===== src/clock_gen_pkg.sv =====
// constants shared by the clock generation block: register map, field
// positions, reset values, source codes and wake-up timing.
// assumes a single 125 MHz system clock; oscillators arrive as tick pulses.
package clock_gen_pkg;

	localparam int CLK_MHZ           = 125;   // system clock rate
	localparam int XTAL_EXTRA_US     = 60;    // least extra crystal settle time
	localparam int RC_WAKE_US        = 200;   // least rc oscillator settle time
	localparam int XTAL_EXTRA_CYCLES = XTAL_EXTRA_US * CLK_MHZ;
	localparam int RC_WAKE_CYCLES    = RC_WAKE_US * CLK_MHZ;
	localparam int XTAL_START_TICKS  = 1024;  // oscillator cycles before release
	localparam int SLOW_START_TICKS  = 32;    // watchdog osc and external input
	localparam int RC_NOMINAL_KHZ    = 7373;  // undoubled rc rate
	localparam int RC_DOUBLED_KHZ    = 14746; // rate of the rc tick input
	localparam int DIV_MAX_RATIO     = 510;   // largest division of osc_clock

	localparam int ADDR_W = 3;
	localparam int DATA_W = 8;

	localparam logic [ADDR_W-1:0] CTRL_OFFSET   = 3'h0; // clock_control_reg
	localparam logic [ADDR_W-1:0] DIV_OFFSET    = 3'h1; // clock_divider_reg
	localparam logic [ADDR_W-1:0] TRIM_OFFSET   = 3'h2; // trim and clock out enable
	localparam logic [ADDR_W-1:0] AUX_OFFSET    = 3'h3; // aux_control_reg
	localparam logic [ADDR_W-1:0] STATUS_OFFSET = 3'h4; // live state, read only

	localparam int CTRL_DONE_BIT   = 7;
	localparam int CTRL_XTALWD_BIT = 4;
	localparam int CTRL_DBL_BIT    = 3;
	localparam int TRIM_CLOCK_OUT_ENABLE_BIT  = 6;
	localparam int AUX_LP_BIT      = 7;
	localparam int USER_CONFIG_BYTE2_DBL_BIT   = 7;

	localparam logic [DATA_W-1:0] DIV_RESET = 8'h00;

	localparam logic [2:0] SRC_XTAL_HIGH = 3'h0;
	localparam logic [2:0] SRC_XTAL_MED  = 3'h1;
	localparam logic [2:0] SRC_XTAL_LOW  = 3'h2;
	localparam logic [2:0] SRC_RC        = 3'h3;
	localparam logic [2:0] SRC_WDOG      = 3'h4;
	localparam logic [2:0] SRC_EXT       = 3'h7;

	typedef enum logic [3:0]
	{
		KIND_XTAL = 4'h1,
		KIND_RC   = 4'h2,
		KIND_WDOG = 4'h4,
		KIND_EXT  = 4'h8
	} src_kind_type;

	typedef enum logic [5:0]
	{
		ST_LOAD     = 6'h01,
		ST_WAKE_OSC = 6'h02,
		ST_WAKE_TIM = 6'h04,
		ST_RUN      = 6'h08,
		ST_SW_OLD   = 6'h10,
		ST_SW_NEW   = 6'h20
	} clk_state_type;

endpackage : clock_gen_pkg


===== src/system_clock_generation.sv =====
// clock source selection, wake-up delay, cpu clock divider and clock out.
// assumes oscillators present one-cycle tick pulses synchronous to clk_in;
// the external clock pin is a synchronous level whose rising edges count.
//
// Our own choices: the address map and the strobed register port.
module system_clock_generation
	import clock_gen_pkg::*;
#(
	parameter int XTAL_SETTLE_CYCLES = XTAL_EXTRA_CYCLES,
	parameter int RC_SETTLE_CYCLES   = RC_WAKE_CYCLES
)
(
	input  wire logic              clk_in,
	input  wire logic              arst_n_in,
	input  wire logic              full_reset_in,
	input  wire logic [7:0]        user_config_byte1_in,
	input  wire logic [7:0]        user_config_byte2_in,
	input  wire logic [5:0]        factory_trim_in,
	input  wire logic              xtal_tick_in,
	input  wire logic              rc_tick_in,
	input  wire logic              wdog_tick_in,
	input  wire logic              crystal_in_pin_in,
	input  wire logic              wake_in,
	input  wire logic [ADDR_W-1:0] reg_addr_in,
	input  wire logic [DATA_W-1:0] reg_wdata_in,
	input  wire logic              reg_wr_in,
	input  wire logic              reg_rd_in,
	output logic      [DATA_W-1:0] reg_rdata_out,
	output logic                   cpu_tick_out,
	output logic                   periph_tick_out,
	output logic                   machine_cycle_out,
	output logic                   low_power_clock_out,
	output logic      [5:0]        rc_trim_out,
	output logic                   crystal_out_pin_out,
	output logic                   crystal_out_pin_oe_out,
	output logic                   clock_switch_done_out
);

	// settle counters are 16 bits wide; larger figures cannot be served
	if (XTAL_SETTLE_CYCLES < 1 || XTAL_SETTLE_CYCLES > 65535 ||
		RC_SETTLE_CYCLES < 1 || RC_SETTLE_CYCLES > 65535)
	begin : g_bad_param
		$error("settle cycle parameter out of range");
	end

	// map a source code onto its oscillator kind; unused codes fall to rc
	function automatic src_kind_type src_kind(input logic [2:0] code);
		unique case (code)
			SRC_XTAL_HIGH, SRC_XTAL_MED, SRC_XTAL_LOW: src_kind = KIND_XTAL;
			SRC_WDOG: src_kind = KIND_WDOG;
			SRC_EXT:  src_kind = KIND_EXT;
			default:  src_kind = KIND_RC;
		endcase
	endfunction : src_kind

	clk_state_type state;
	logic [2:0]  ctrl_src;      // requested source
	logic [2:0]  active_src;    // source actually feeding osc_clock
	logic        ctrl_dbl;
	logic        ctrl_xtal_wd;
	logic        switch_done;
	logic [7:0]  clock_divider_reg;
	logic [5:0]  trim;
	logic        clock_out_enable;
	logic        low_power_clock_bit;
	logic        rc_half;
	logic        ext_pin_prev;
	logic [15:0] wake_cnt;
	logic [8:0]  div_cnt;
	logic        cpu_phase;
	logic        clk_level;
	logic        rc_tick;
	logic        ext_tick;
	logic [3:0]  kind_ticks;
	logic        osc_tick;
	logic        new_tick;
	logic        cpu_en;
	logic        cpu_tick_gen;
	logic [8:0]  div_last;
	logic        div_moved;
	logic        ctrl_wr;
	logic [15:0] osc_limit;
	logic [15:0] time_limit;
	src_kind_type active_kind;

	// rc tick input runs doubled; without the doubler every other tick passes
	assign rc_tick    = rc_tick_in & (ctrl_dbl | rc_half);
	assign ext_tick   = crystal_in_pin_in & ~ext_pin_prev;
	assign kind_ticks = {ext_tick, wdog_tick_in, rc_tick, xtal_tick_in};
	assign active_kind = src_kind(active_src);
	// exactly one kind bit is set, so one source feeds osc_clock
	assign osc_tick   = |(kind_ticks & active_kind);
	assign new_tick   = |(kind_ticks & src_kind(ctrl_src));
	assign ctrl_wr    = reg_wr_in && reg_addr_in == CTRL_OFFSET;
	// the cpu keeps the old clock until its current phase has ended
	assign cpu_en     = state == ST_RUN || state == ST_SW_OLD;

	// oscillator prescale state
	always_ff @(posedge clk_in or negedge arst_n_in)
	begin
		if (!arst_n_in)
		begin
			rc_half      <= 1'b0;
			ext_pin_prev <= 1'b1; // a pin already high at release is no edge
		end
		else
		begin
			if (rc_tick_in)
				rc_half <= ~rc_half;
			ext_pin_prev <= crystal_in_pin_in;
		end
	end

	// wake-up hold figures for the active source
	always_comb
	begin
		unique case (active_kind)
			KIND_XTAL:
			begin
				osc_limit  = 16'(XTAL_START_TICKS);
				time_limit = 16'(XTAL_SETTLE_CYCLES);
			end
			KIND_RC:
			begin
				osc_limit  = 16'h0000;
				time_limit = 16'(RC_SETTLE_CYCLES);
			end
			default:
			begin
				osc_limit  = 16'(SLOW_START_TICKS);
				time_limit = 16'h0000;
			end
		endcase
	end

	// sequencing of configuration load, wake-up and source switching
	always_ff @(posedge clk_in or negedge arst_n_in)
	begin
		if (!arst_n_in)
		begin
			state       <= ST_LOAD;
			wake_cnt    <= 16'h0000;
			active_src  <= SRC_RC;
			switch_done <= 1'b0;
		end
		else
		begin
			unique case (state)
				ST_LOAD:
				begin
					active_src  <= user_config_byte1_in[2:0];
					switch_done <= 1'b1;
					wake_cnt    <= 16'h0000;
					state       <= ST_WAKE_OSC;
				end
				ST_WAKE_OSC:
				begin
					if (wake_cnt >= osc_limit)
					begin
						wake_cnt <= 16'h0000;
						state    <= ST_WAKE_TIM;
					end
					else if (osc_tick)
						wake_cnt <= wake_cnt + 16'h0001;
				end
				ST_WAKE_TIM:
				begin
					if (wake_cnt >= time_limit)
						state <= ST_RUN;
					else
						wake_cnt <= wake_cnt + 16'h0001;
				end
				ST_RUN:
				begin
					if (wake_in)
					begin
						wake_cnt <= 16'h0000;
						state    <= ST_WAKE_OSC;
					end
					else if (ctrl_wr && reg_wdata_in[2:0] != active_src)
					begin
						switch_done <= 1'b0;
						state       <= ST_SW_OLD;
					end
				end
				ST_SW_OLD:
				begin
					if (osc_tick)
						state <= ST_SW_NEW;
				end
				ST_SW_NEW:
				begin
					if (new_tick)
					begin
						active_src  <= ctrl_src;
						switch_done <= 1'b1;
						state       <= ST_RUN;
					end
				end
			endcase
		end
	end

	// control register; writes are dropped while a switch is in flight
	always_ff @(posedge clk_in or negedge arst_n_in)
	begin
		if (!arst_n_in)
		begin
			ctrl_src     <= SRC_RC;
			ctrl_dbl     <= 1'b0;
			ctrl_xtal_wd <= 1'b0;
		end
		else if (state == ST_LOAD)
		begin
			ctrl_src <= user_config_byte1_in[2:0];
			ctrl_dbl <= user_config_byte2_in[USER_CONFIG_BYTE2_DBL_BIT];
		end
		else if (ctrl_wr && switch_done && state == ST_RUN && !wake_in)
		begin
			ctrl_src     <= reg_wdata_in[2:0];
			ctrl_dbl     <= reg_wdata_in[CTRL_DBL_BIT];
			ctrl_xtal_wd <= reg_wdata_in[CTRL_XTALWD_BIT];
		end
	end

	// divider and low power bit; divider applies on the next osc tick
	always_ff @(posedge clk_in or negedge arst_n_in)
	begin
		if (!arst_n_in)
		begin
			clock_divider_reg   <= DIV_RESET;
			low_power_clock_bit <= 1'b0;
		end
		else if (reg_wr_in)
		begin
			if (reg_addr_in == DIV_OFFSET)
				clock_divider_reg <= reg_wdata_in;
			if (reg_addr_in == AUX_OFFSET)
				low_power_clock_bit <= reg_wdata_in[AUX_LP_BIT];
		end
	end

	// trim keeps its value across resets other than power-on or watchdog,
	// so these flops are deliberately outside the asynchronous reset
	always_ff @(posedge clk_in)
	begin
		if (state == ST_LOAD && full_reset_in)
			trim <= factory_trim_in;
		else if (reg_wr_in && reg_addr_in == TRIM_OFFSET)
			trim <= reg_wdata_in[5:0];
	end

	// clock out enable lives beside trim but resets with everything else
	always_ff @(posedge clk_in or negedge arst_n_in)
	begin
		if (!arst_n_in)
			clock_out_enable <= 1'b0;
		else if (reg_wr_in && reg_addr_in == TRIM_OFFSET)
			clock_out_enable <= reg_wdata_in[TRIM_CLOCK_OUT_ENABLE_BIT];
	end

	// cpu clock divider: ratio two times divider value, zero passes through
	assign div_last     = {clock_divider_reg, 1'b0} - 9'h001;
	assign cpu_tick_gen = cpu_en && osc_tick &&
		(clock_divider_reg == 8'h00 || div_cnt >= div_last);

	always_ff @(posedge clk_in or negedge arst_n_in)
	begin
		if (!arst_n_in)
			div_cnt <= 9'h000;
		else if (cpu_tick_gen)
			div_cnt <= 9'h000;
		else if (cpu_en && osc_tick)
			div_cnt <= div_cnt + 9'h001;
	end

	// marks a divider write not yet followed by a cpu tick; a shrinking
	// divider leaves the count past its new end for that one tick
	always_ff @(posedge clk_in or negedge arst_n_in)
	begin
		if (!arst_n_in)
			div_moved <= 1'b0;
		else if (reg_wr_in && reg_addr_in == DIV_OFFSET)
			div_moved <= 1'b1;
		else if (cpu_tick_gen)
			div_moved <= 1'b0;
	end

	// cpu, peripheral and machine cycle pulses and the clock out level
	always_ff @(posedge clk_in or negedge arst_n_in)
	begin
		if (!arst_n_in)
		begin
			cpu_tick_out      <= 1'b0;
			periph_tick_out   <= 1'b0;
			machine_cycle_out <= 1'b0;
			cpu_phase         <= 1'b0;
			clk_level         <= 1'b0;
		end
		else
		begin
			cpu_tick_out      <= cpu_tick_gen;
			periph_tick_out   <= cpu_tick_gen & cpu_phase;
			machine_cycle_out <= cpu_tick_gen & cpu_phase;
			if (cpu_tick_gen)
			begin
				cpu_phase <= ~cpu_phase;
				clk_level <= ~clk_level;
			end
		end
	end

	// pin drive is off whenever any consumer needs the crystal
	assign crystal_out_pin_oe_out = clock_out_enable && active_kind != KIND_XTAL &&
		src_kind(ctrl_src) != KIND_XTAL && !ctrl_xtal_wd;
	assign crystal_out_pin_out    = clk_level;
	assign low_power_clock_out    = low_power_clock_bit;
	assign rc_trim_out            = trim;
	assign clock_switch_done_out  = switch_done;

	// register read port, data one cycle after the strobe
	always_ff @(posedge clk_in or negedge arst_n_in)
	begin
		if (!arst_n_in)
			reg_rdata_out <= 8'h00;
		else if (reg_rd_in)
		begin
			unique case (reg_addr_in)
				CTRL_OFFSET: reg_rdata_out <= {switch_done, 2'b00, ctrl_xtal_wd,
					ctrl_dbl, ctrl_src};
				DIV_OFFSET:  reg_rdata_out <= clock_divider_reg;
				TRIM_OFFSET: reg_rdata_out <= {1'b0, clock_out_enable, trim};
				AUX_OFFSET:  reg_rdata_out <= {low_power_clock_bit, 7'h00};
				STATUS_OFFSET: reg_rdata_out <= {1'b0, ~cpu_en, state};
				default:     reg_rdata_out <= 8'h00;
			endcase
		end
	end
endmodule : system_clock_generation


===== config.mk =====
export PLATFORM = sky130hd
export DESIGN_NAME = system_clock_generation
export DESIGN_NICKNAME = d
export VERILOG_FILES = /design/src/clock_gen_pkg.sv /design/src/system_clock_generation.sv
export SDC_FILE = /design/constraint.sdc
export NUM_CORES = 1
export LEC_CHECK = 0
export BUFFER_PORTS_ARGS = -buffer_cell sky130_fd_sc_hd__buf_2
export CAP_MARGIN = 15
export CORE_MARGIN = 4
export CORE_UTILIZATION = 43
export CTS_CLUSTER_DIAMETER = 60
export DETAILED_ROUTE_END_ITERATION = 10
export GPL_ROUTABILITY_DRIVEN = 0
export GPL_TIMING_DRIVEN = 1
export PLACE_DENSITY_LB_ADDON = 0.3
export SYNTH_ARGS = -nofsm -noshare
export SYNTH_HDL_FRONTEND = slang
export SYNTH_SLANG_ARGS = --single-unit

===== constraint.sdc =====
create_clock -name clk_in -period 3.53 [get_ports clk_in]
set_clock_uncertainty 0.15 [all_clocks]
set_input_delay 0.706 -clock clk_in [delete_from_list [all_inputs] [get_ports clk_in]]
set_output_delay 0.706 -clock clk_in [all_outputs]
set_load 0.01 [all_outputs]

==> out/results.txt, run 1 <==
The multi-input combinational cells in the finished layout cover a total of 2560 um^2. For the post-synthesis net count, the log shows 535. In this run, post-CTS repair resized a total of 0 instances. TritonCTS built the clock tree.

Entering global routing, the biggest net connects 65 pins. The total number of vias is 3717. More flip-flops sit in one register than any other, and that register is wake_cnt. The share of post-route cells with drive strength above 1 came out at 0.225. For the total number of placement rows, the log shows 37. The nature of the critical path endpoint is a flop. The maximum vdd ir drop was 0.271 mV.

The number of cells traversed by the worst hold path was 1; the die area was 12300 um^2. The starting utilization of the core area came out at 0.441. The register with the most flip-flops in the layout has 16 of them.

The async set-or-reset flop fraction in the synthesized netlist came out at 0.914. The finished cells cover 5070 um^2. CTS saw 70 sinks. Sequential area share after synthesis: 0.393. The number of levels the H-tree was split into was 3; the overall global routing resource usage was 0.175. Port buffering added 51 buffers.

The combined area of all synthesized cells is 4550 um^2, and the number of buffers added for setup after CTS is 0. The global-route wire length before repair came out at 17.8 mm. Counting flops and latches in the post-synthesis netlist gives 70. The root buffer cell chosen for the clock tree is clkbuf_8.

The tools report the startpoint of the worst hold path as cpu_phase$_DFFE_PN0P_. Compared with the post-synthesis result, the final layout area differs by 11.5%. The setup violation total in the final timing report was 0. For hold timing, the worst endpoint is cpu_phase$_DFFE_PN0P_. The count of final max-slew check failures was 0; the maximum fanout encountered on the critical timing path was 9. The launching point of the worst reg2reg path was active_src[0]$_DFFE_PN1P_.

The total power divided by cell area came out at 590 nW/um^2. For the pin with the worst max-slew slack, the measured transition is 0.835 ns. The average instance in the mapped netlist occupies 9.72 um^2.

Setup repair after global routing left no endpoint under its margin. The run finished with clean final reports. The flop-to-flop setup slack was 0.31 ns. Across the run, the number of max-cap violations was 0. Shortest period the worst path allows: 3.22 ns. The horizontal extent of the die came out at 111 um.

The cell total after placement came out at 632. The number of flops mapped to enable cells by yosys is 6. For this design the static power due to leakage is 2.28 nW.

The largest registers in the layout are wake_cnt x16, div_cnt x9. The number of violations reported at the end of detailed-routing iteration 0 was 232. At the end of the flow, the number of nets in the layout was 574.

The via count of the first global-routing pass came out at 3567. The remaining routing DRC violations is 0. The worst setup timing slack at the placement stage is 0.284 ns, and the ratio of final minimum period to clock period is 0.914.

The logs give 468 for the post-synthesis cell count and 0 ns for the setup TNS. The data arrival time of the worst path was 3.31 ns. The worst hold path class is reg2reg. By startpoint and endpoint, the worst setup path is classified as reg2reg. Critical path launch point type: a flop. The clock passes through at most 2 buffers. The final HPWL from detailed placement was 7.90 mm; the number of inserted diodes was 0. The die span in y is 111 um.

The average detailed-routed wire length per instance was 16.4 um. The final instance count without filler cells is 648. For this run, the number of Yosys warnings is 0. Pin placement for this block handled 64 I/O pins. For the initial antenna violation count, the log shows 0.

The filler cell count was 960. Main flop type after synthesis: dfrtp_1. The unique cell type count in the Yosys netlist was 70; the total overflow reported by the global router was 0.

The worst slew margin relative to its limit came out at 0.444. After detailed placement, the total cell area comes to 4850 um^2. The run gives 3.62 ns as the worst endpoint required time. The worst register-to-register path ends at wake_cnt[4]$_DFFE_PN0P_. The number of clock buffers added by TritonCTS is 9. In the post-route analysis, the smallest setup slack over all paths is 0.305 ns. For the final hold violation count, the log shows 0. The core region is 10300 um^2. The run gives 0 as the count of antenna-violating nets left after detailed routing.

Based on the critical path, the design can be clocked at up to 310 MHz. The number of cells on the worst reg-to-reg path is 10. The wire length after detailed routing came out at 10.6 mm.

Registers take 1790 um^2. For the worst-skew pair, the clock arrives at the later sink with an insertion delay of 0.35 ns. The clock slew seen by the registers of the worst setup and hold paths came out at 0.08 ns. For this run, the detailed router's first-pass iteration total came to 5.

The count of hold buffers inserted by post-cts repair was 0. Via density per instance: 5.74.
kinds of logic after synthesis:
group                    count (synthesis)  synth area share
flip-flops                              70             0.393
buffers and inverters                   40            0.0443
XOR/XNOR                                21            0.0404
AO/OA/AOI/OAI                          125             0.190
adder cells (fa/ha/maj)                 24            0.0660
other                                    1          0.000825
multiplexers                            29            0.0713
AND/OR/NAND/NOR                        158             0.194
where the power goes:
part           internal [mW]  leakage [nW]  switching [mW]
combinational          0.480          1.30           0.630
clock                  0.403         0.107           0.327
sequential             0.957         0.868           0.195
total                   1.84          2.28            1.15
cells in the final DEF, fill, tap and decap left out, types with 8 or more instances in the layout:
cell and count:
and3_1 10, buf_2 51, inv_1 13, o21ai_0 24, xnor2_1 9, clkbuf_8 9, nand2_1 30, o31ai_1 18
mux2i_1 8, nor2b_1 11, a21oi_1 33, xor2_1 12, nor3_1 8, ha_1 24, nand3_1 13, mux2_2 19
dfrtp_1 58, nor2_1 37, a22oi_1 8
layer usage:
metal | track usage | wire length (um) | vias up
li1 | - | - | 1808
met1 | 0.243 | 5070 | 1819
met2 | 0.275 | 4900 | 80
met3 | 0.0475 | 536 | 10
met4 | 0.0369 | 88 | 0
met5 | 0 | 0 | -
Yosys cell counts, types with 6 or more instances:
cell	instances	area share
dfrtp_1	58	0.32
nor2_1	37	0.031
a21oi_1	33	0.036
nand2_1	30	0.025
ha_1	24	0.066
o21ai_0	24	0.026
mux2_2	19	0.047
o31ai_1	18	0.030
inv_1	13	0.011
nand3_1	13	0.014
xor2_1	12	0.023
buf_2	11	0.012
nor2b_1	11	0.015
and3_1	10	0.014
clkbuf_1	9	0.0074
xnor2_1	9	0.017
a22oi_1	8	0.013
mux2i_1	8	0.018
nor3_1	8	0.0088
dfstp_2	6	0.035
edfxtp_1	6	0.040
stage by stage:
stage / hold slack, ns / total power, mW / utilization
finish: 0.315 / 2.99 / 0.491
global route: 0.291 / 3.22 / 0.491
CTS: 0.301 / 3.01 / 0.491
detailed placement: 0.299 / 2.27 / 0.470
global placement: 0.298 / 2.23 / 0.470
floorplan: 0.260 / 1.99 / -
worst max-delay path by stage:
| stage | to | startpoint | depth (start not counted) |
|---|---|---|---|
| after floorplan | wake_cnt[4]$_DFFE_PN0P_ | active_src[0]$_DFFE_PN1P_ | 10 |
| after global placement | wake_cnt[4]$_DFFE_PN0P_ | active_src[0]$_DFFE_PN1P_ | 10 |
| after detailed placement | wake_cnt[4]$_DFFE_PN0P_ | active_src[0]$_DFFE_PN1P_ | 10 |
| after CTS | wake_cnt[4]$_DFFE_PN0P_ | active_src[0]$_DFFE_PN1P_ | 10 |
| after global routing | wake_cnt[4]$_DFFE_PN0P_ | active_src[0]$_DFFE_PN1P_ | 10 |
| final | wake_cnt[4]$_DFFE_PN0P_ | active_src[0]$_DFFE_PN1P_ | 10 |
critical path: stages, from the launching register on:
cell	delay, ns
dfstp_2	0.62
and3b_1	0.20
a21oi_1	0.23
buf_4	0.19
ha_1	0.24
a211oi_1	0.26
nor2_1	0.08
a211o_1	0.29
a31oi_2	0.35
nand2_1	0.16
a221o_1	0.36
area by class of cell:
class | instances | share of cell area
well taps | 136 | 0.0335
clock buffers | 10 | 0.0252
clock inverters | 6 | 0.0185
flip-flops and latches | 70 | 0.353
multi-input cells | 358 | 0.504
repair buffers | 55 | 0.0562
inverters | 13 | 0.00962
(Power assumes the default switching activity.)
==> inputs of run 2 (changes only) <==
--- a/config.mk
+++ b/config.mk
@@ -9,7 +9,7 @@
 export CAP_MARGIN = 15
 export CORE_MARGIN = 4
 export CORE_UTILIZATION = 43
-export CTS_CLUSTER_DIAMETER = 60
+export CTS_CLUSTER_DIAMETER = 200
 export DETAILED_ROUTE_END_ITERATION = 10
 export GPL_ROUTABILITY_DRIVEN = 0
 export GPL_TIMING_DRIVEN = 1
==> constraint.sdc (replaced) <==
create_clock -name clk_in -period 3.1 [get_ports clk_in]
set_clock_uncertainty 0.15 [all_clocks]
set_input_delay 0.62 -clock clk_in [delete_from_list [all_inputs] [get_ports clk_in]]
set_output_delay 0.62 -clock clk_in [all_outputs]
set_load 0.01 [all_outputs]
==> run 2 against run 1 <==
  * Sequential power increased by 15%
  * Flip-flop and latch count did not move
  * First-iteration DRC count decreased by 29%
  * Die area is the same
==> out/results.txt, run 2 (synthesis gave the netlist of run 1 again) <==
The final instance count without filler cells is 662 (+2.2%), and the top achievable clock speed is 332 MHz (+7.1%). The run gives 3846 (+3.5%) as the total number of vias. For the clock latency reported for the late side of the worst-skew pair, the log shows 0.35 ns (about the same). The die span in y is 111 um (unchanged), and the switching power is 1.43 mW (+24%). The transition at the pin with the smallest max-transition slack came out at 0.654 ns (-0.181 ns). The number of flip-flops in the largest register was 16 (unchanged); the total power draw was 3.61 mW (+21%).

The via density per instance is 5.81 (+1.3%), and the number of max-capacitance violations reported is 0 (unchanged). The die area was 12300 um^2 (unchanged); the ratio of final minimum period to clock period was 0.972 (+0.0581). The run gives 588 (+2.4%) as the final net count. The worst setup path is launched from a flop. The top cell types in the final layout, fill and taps aside, are 58 x dfrtp_1, 51 x buf_2, 37 x nor2_1, 32 x a21oi_1, 30 x nand2_1.

The library cell used most frequently in the layout, excluding fill and tap cells, is dfrtp_1. The data arrival time of the worst path is 3.10 ns (-0.21 ns). The logs give 18.7 mm (+5.2%) for the global-route wire length before repair and 640 (+1.3%) for the cell total after placement.

The run gives 0.185 (+0.00988) as the overall global routing resource usage. The via count of the first global-routing pass came out at 3866 (+8.4%). The logs give 0.0758 ns (-0.208 ns) for the worst setup timing slack at the placement stage and 0 (unchanged) for the initial antenna violation count.

The register with the most flip-flops was wake_cnt. The starting utilization of the core area is 0.441 (unchanged). The fraction of power consumed by combinational cells came out at 0.432 (+0.061). The final hold slack was 0.140 ns (-0.175 ns); the switching portion of total power was 0.396 (+0.0114). The final HPWL from detailed placement was 8.27 mm (+4.7%); the power share of the clock group was 0.204 (-0.040). The tools report the maximum vdd ir drop as 0.317 mV (+17%). For the setup violation total in the final timing report, the log shows 0 (unchanged).

The core area is 10300 um^2 (unchanged). The critical path goes through and3b_1 -> a21oi_2 -> buf_6 -> ha_4 -> a211oi_2 -> nand2_1 -> o31a_1 -> a31o_4 -> buf_4 -> o31ai_2 -> o31ai_1. The logs give 0 (unchanged) for the final hold violation count and 164 (-29%) for the number of violations reported at the end of detailed-routing iteration 0. The internal power consumption came out at 2.18 mW (+19%).

For the met1 global-route usage, the log shows 0.235 (-0.00773). The horizontal extent of the die was 111 um (unchanged). The number of levels the H-tree was split into is 3 (unchanged), and the total power divided by cell area is 682 nW/um^2 (+16%). For the sequential share of power, the log shows 0.364 (-0.021). The cell area after placement was 4940 um^2 (+1.8%); the maximum fanout encountered on the critical timing path was 8 (-1). The largest registers in the layout are wake_cnt x16, div_cnt x9. The flop-to-flop setup slack is 0.09 ns (-0.22 ns). The tools report the largest net degree at the start of global routing as 40 (-38%). In this run the clock root is driven by a clkbuf_8. The tools report the wire length after detailed routing as 11.4 mm (+7.6%).

The worst endpoint required time is 3.18 ns (-0.44 ns), and the count of antenna-violating nets left after detailed routing is 0 (unchanged). The remaining routing DRC violations came out at 0 (unchanged). The classification of the worst setup path was reg2reg.

The delay contributed by the slowest stage of the critical path came out at 0.60 ns (-0.02 ns). The average detailed-routed wire length per instance was 17.2 um (+5.3%); the met3 track utilization from global routing was 0.0469 (-0.000546). The total number of placement rows was 37 (unchanged).

The count of final max-slew check failures came out at 0 (unchanged). The tools report the TritonCTS buffer count as 9 (unchanged). The met2 demand-to-capacity share in global routing is 0.311 (+0.0364).

The highest-delay cell along the critical path is dfstp_2. I/O pin total: 64 (unchanged). From synthesis to final layout, the design area changed by 16.5%.

The run gives 5300 um^2 (+4.5%) as the total non-filler cell area in the finished layout. The run finished with clean final reports. The launching point of the worst reg2reg path was active_src[0]$_DFFE_PN1P_.

The tools report the number of inserted diodes as 0 (unchanged). The setup slack of the critical path after layout came out at 0.0879 ns (-0.217 ns). The worst slew margin relative to its limit is 0.564 (+0.121), and the total overflow reported by the global router is 0 (unchanged).

The setup TNS was 0 ns (unchanged). The worst register-to-register path ends at wake_cnt[10]$_DFFE_PN0P_. The shortest period the worst path allows was 3.01 ns (-0.213 ns). TritonCTS built the clock tree.

After global routing, the most crowded layer is met2. For the length of the first detailed-routing pass in iterations, the log shows 4 (-1). The utilization after layout was 0.513 (+0.0221). The port buffer count came out at 51 (unchanged).

Clock slew seen by the registers of the worst setup and hold paths: 0.08 ns (about the same). The number of sinks driven by the clock tree was 70 (unchanged); the leakage power was 2.35 nW (+3.0%). The number of cells on the worst reg-to-reg path works out to 11 (+1).

The worst hold path belongs to the class in2async. The maximum number of buffers from clock root to sink was 2 (unchanged); the share of post-route cells with drive strength above 1 was 0.274 (+0.0492). The count of hold buffers inserted by post-cts repair was 0 (unchanged).

The tools report the nature of the critical path endpoint as a flop.
## run 2: how the worst max path moves through the flow
stage | endpoint | cells past startpoint | slack, ns | startpoint
after global routing | wake_cnt[4]$_DFFE_PN0P_ | 10 | -0.01 | active_src[0]$_DFFE_PN1P_
after floorplan | wake_cnt[4]$_DFFE_PN0P_ | 10 | 0.07 | active_src[0]$_DFFE_PN1P_
after CTS | wake_cnt[4]$_DFFE_PN0P_ | 10 | 0.04 | active_src[0]$_DFFE_PN1P_
after global placement | wake_cnt[4]$_DFFE_PN0P_ | 9 | 0.12 | active_src[1]$_DFFE_PN1P_
final | wake_cnt[10]$_DFFE_PN0P_ | 11 | 0.09 | active_src[0]$_DFFE_PN1P_
after detailed placement | wake_cnt[4]$_DFFE_PN0P_ | 10 | 0.08 | active_src[0]$_DFFE_PN1P_
## run 2: area by class of cell
class,instances,area [um^2]
Fill cell,947,5020
Multi-Input combinational cell,360,2700
Sequential cell,70,1790
Timing Repair Buffer,67,404
Tap cell,136,170
Clock buffer,11,131
Clock inverter,5,58.8
Inverter,13,48.8
## run 2: worst max-delay path, delay by kind of cell, from the launching register on
family | cells | cell delay [ns]
AND/OR/NAND/NOR | 2 | 0.32
flip-flops | 1 | 0.60
AO/OA/AOI/OAI | 6 | 1.34
buffers and inverters | 2 | 0.30
adder cells (fa/ha/maj) | 1 | 0.20
## run 2: repair_timing
action                                 in CTS  in global routing
endpoints found under the hold margin       0                  0
resized for setup                           0                 19
setup endpoints to repair                   0                 11
buffers inserted                            0                  4
## run 2: power by group through the flow
stage          Combinational [mW]  Sequential, mW  Clock (mW)
3_3_place_gp                 1.31            1.31           0
2_1_floorplan                1.07            1.20           0
3_5_place_dp                 1.35            1.32           0
5_1_grt                      1.74            1.34       0.804
4_1_cts                      1.36            1.30       0.766
6_report                     1.56            1.32       0.738
## run 2: layer usage
metal	vias up	routed length [um]	part of all wire
met2	96	5540	0.49
li1	1848	-	-
met1	1890	5170	0.45
met4	0	143	0.013
met5	-	0	0
met3	12	551	0.048
==> inputs of run 3 (changes only) <==
--- a/config.mk
+++ b/config.mk
@@ -8,7 +8,7 @@
 export BUFFER_PORTS_ARGS = -buffer_cell sky130_fd_sc_hd__buf_2
 export CAP_MARGIN = 15
 export CORE_MARGIN = 4
-export CORE_UTILIZATION = 43
+export CORE_UTILIZATION = 58
 export CTS_CLUSTER_DIAMETER = 200
 export DETAILED_ROUTE_END_ITERATION = 10
 export GPL_ROUTABILITY_DRIVEN = 0
==> run 3 against run 2 <==
  * Utilization up 16 points
  * Flip-flop and latch count is the same
  * Cell count fell by 5.7%
  * Sequential power is essentially flat
  * Worst hold slack lost 0.039 ns
  * Highest routed layer unchanged
  * Combinational power shrank 4%
  * Via count increased by 1.5%
  * Routed wire length shrank 0.15%
  * Critical path depth is 2 lower
  * Die area decreased by 24%
  * Power decreased by 2.0%
==> out/results.txt, run 3 (synthesis gave the netlist of run 1 again) <==
TritonCTS buffer count: 9 (unchanged). The run gives 0 (unchanged) as the final hold violation count. Clock latency reported for the late side of the worst-skew pair: 0.36 ns (about the same). Traced cell by cell, the critical path runs through xnor2_1 -> and2_4 -> ha_1 -> nor2b_1 -> a311o_1 -> a211o_4 -> a31o_4 -> o31ai_1 -> o31ai_2. Switching power: 1.43 mW (+0.14%). The number of flip-flops in the largest register came out at 16 (unchanged). The utilization after layout is 0.672 (+0.158), and the area growth from synthesis to layout is 13.5%.

The logs give 0.592 (+0.151) for the starting utilization of the core area and 26 (-35%) for the largest net degree at the start of global routing. TritonCTS built the clock tree. The count of final max-slew check failures is 0 (unchanged). The run gives 64 (unchanged) as the I/O pin total. The die span in y came out at 96.6 um (-13%).

The root buffer cell chosen for the clock tree is clkbuf_8. The startpoint of the worst setup timing path was active_src[1]$_DFFE_PN1P_. The sequential share of power is 0.370 (+0.006), and the worst slew margin relative to its limit is 0.477 (-0.0870). The maximum vdd ir drop is 0.438 mV (+38%), and the number of inserted diodes is 0 (unchanged). Buffers plus inverters on the worst setup path: 0 (-2). The setup TNS is 0 ns (unchanged), and the total power divided by cell area is 686 nW/um^2 (+0.60%). The core area came out at 7690 um^2 (-26%). STA classifies the critical path startpoint as a flop. The remaining routing DRC violations was 0 (unchanged). The via density per instance is 6.25 (+7.6%).

The maximum fanout encountered on the critical timing path is 8 (unchanged), and the average detailed-routed wire length per instance is 18.2 um (+5.9%). The clock slew seen by the registers of the worst setup and hold paths is 0.08 ns (about the same). The logs give 9320 um^2 (-24%) for the die area and 0 (unchanged) for the setup violation total in the final timing report. In the final layout, the registers with the most flip-flops are wake_cnt x16, div_cnt x9. The delay contributed by the slowest stage of the critical path works out to 0.61 ns (about the same). Share of post-route cells with drive strength above 1: 0.264 (-0.00940). The launching point of the worst reg2reg path is active_src[1]$_DFFE_PN1P_. The final instance count without filler cells was 624 (-5.7%); the count of antenna-violating nets left after detailed routing was 0 (unchanged). The ratio of final minimum period to clock period was 0.975 (+0.00360). The final net count was 584 (-0.68%). The worst setup path is captured at a flop. The port buffer count is 51 (unchanged). Most frequent standard cell in the layout excluding fill and tap cells: dfrtp_1. For the flop-to-flop setup slack, the log shows 0.08 ns (about the same).

The critical path capture point was wake_cnt[12]$_DFFE_PN0P_. The switching portion of total power is 0.405 (+0.00871), and the number of logic stages on the critical path including buffering is 9 (-2). Internal power consumption: 2.11 mW (-3.4%). The tools report the total overflow reported by the global router as 0 (unchanged). The fraction of power consumed by combinational cells is 0.420 (-0.012). The worst endpoint required time is 3.18 ns (about the same). The transition at the pin with the smallest max-transition slack works out to 0.781 ns (+0.128 ns). The classification of the worst setup path was reg2reg.

The run gives 0 (unchanged) as the initial antenna violation count. The via count of the first global-routing pass was 3756 (-2.8%); the total number of placement rows was 32 (-14%). The power share of the clock group was 0.210 (+0.006); the filler cell count was 608 (-36%). The length of the first detailed-routing pass in iterations is 4 (unchanged), and the overall global routing resource usage is 0.251 (+0.0657). The count of hold buffers inserted by post-cts repair is 0 (unchanged). The number of sinks driven by the clock tree is 70 (unchanged). Register cell area after layout: 1790 um^2 (about the same).

The top achievable clock speed is 331 MHz (-0.37%), and the leakage power is 2.32 nW (-1.1%). Maximum number of buffers from clock root to sink: 2 (unchanged). The multi-input combinational cell area was 2660 um^2 (-1.4%).

In the layout the commonest cells are 57 x dfrtp_1, 51 x buf_2, 37 x nor2_1, 31 x a21oi_1, 30 x nand2_1. The wire length after detailed routing came out at 11.4 mm (-0.15%). The tightest min-delay check is of the in2async type. The number of levels the H-tree was split into is 3 (unchanged), and the shortest period the worst path allows is 3.02 ns (+0.0112 ns).

The final HPWL from detailed placement is 8.20 mm (-0.93%). The tools report the worst flop-to-flop path endpoint as wake_cnt[12]$_DFFE_PN0P_. Highest-delay cell along the critical path: dfstp_2.

The flow ran to the end, and the final reports show no timing, DRC or antenna violations. For the number of violations reported at the end of detailed-routing iteration 0, the log shows 221 (+35%). The logs give 3.54 mW (-2.0%) for the total power draw and 0 (unchanged) for the number of max-capacitance violations reported. Cell total after placement: 603 (-5.8%). The number of cells on the worst reg-to-reg path works out to 9 (-2). The horizontal extent of the die came out at 96.6 um (-13%).

Grouping stages by cell kind, the critical path spends the most delay in compound AO/OA/AOI/OAI gates. The data arrival time of the worst path is 3.11 ns (about the same). For the global-route wire length before repair, the log shows 17.7 mm (-5.3%).

The register with the most flip-flops was wake_cnt. The run gives 3902 (+1.5%) as the total number of vias.
==> run 3: worst reg2reg max path, stage by stage, from the launching register on <==
cell and delay, ns:
dfstp_2 0.61, xnor2_1 0.14, and2_4 0.18, ha_1 0.24, nor2b_1 0.14, a311o_1 0.31
a211o_4 0.38, a31o_4 0.31, o31ai_1 0.32, o31ai_2 0.11
==> run 3: power groups by stage <==
stage / logic (mW) / clock network [mW] / registers (mW)
5_1_grt: 1.63 / 0.806 / 1.33
2_1_floorplan: 1.07 / 0 / 1.20
3_3_place_gp: 1.24 / 0 / 1.31
6_report: 1.49 / 0.743 / 1.31
4_1_cts: 1.33 / 0.755 / 1.30
3_5_place_dp: 1.31 / 0 / 1.32
==> run 3: how the worst min path moves through the flow <==
| stage | from | end | slack, ns | cells past startpoint |
|---|---|---|---|---|
| 2_1_floorplan | arst_n_in | active_src[2]$_DFFE_PN0P_ | 0.17 | 0 |
| 3_3_place_gp | cpu_phase$_DFFE_PN0P_ | cpu_phase$_DFFE_PN0P_ | 0.30 | 1 |
| 3_5_place_dp | rc_half$_DFFE_PN0P_ | rc_half$_DFFE_PN0P_ | 0.30 | 1 |
| 4_1_cts | arst_n_in | div_cnt[3]$_DFFE_PN0P_ | 0.10 | 1 |
| 5_1_grt | arst_n_in | div_cnt[3]$_DFFE_PN0P_ | 0.12 | 1 |
| 6_report | arst_n_in | div_cnt[3]$_DFFE_PN0P_ | 0.10 | 1 |
==> run 3: timing repair <==
| item | CTS | global route |
|---|---|---|
| pin swaps | 0 | 5 |
| buffers inserted | 0 | 3 |
| gates cloned | 0 | 2 |
| gates resized for setup | 1 | 14 |
| setup endpoints to repair | 2 | 16 |
==> run 3: layer usage <==
metal | GRT usage | vias to the layer above | part of all wire
li1 | - | 1831 | -
met1 | 0.306 | 1886 | 0.41
met2 | 0.420 | 154 | 0.49
met3 | 0.0643 | 31 | 0.064
met4 | 0.105 | 0 | 0.027
met5 | 0 | - | 0
==> run 3: layout make-up <==
| cell class | count | share of cell area |
|---|---|---|
| multi-input cells | 360 | 0.515 |
| repair buffers | 63 | 0.0669 |
| clock buffers | 10 | 0.0247 |
| clock inverters | 6 | 0.0124 |
| inverters | 13 | 0.00945 |
| well taps | 102 | 0.0247 |
| flip-flops and latches | 70 | 0.347 |
==> run 3: metrics by stage <==
step / setup WS [ns] / instance area (um^2) / hold WS (ns)
floorplan: 0.0717 / 4550 / 0.174
global placement: 0.0657 / 4850 / 0.297
detailed placement: -0.0142 / 4850 / 0.301
CTS: 0.0342 / 5040 / 0.102
global route: -0.0000211 / 5160 / 0.122
finish: 0.0767 / 5160 / 0.101
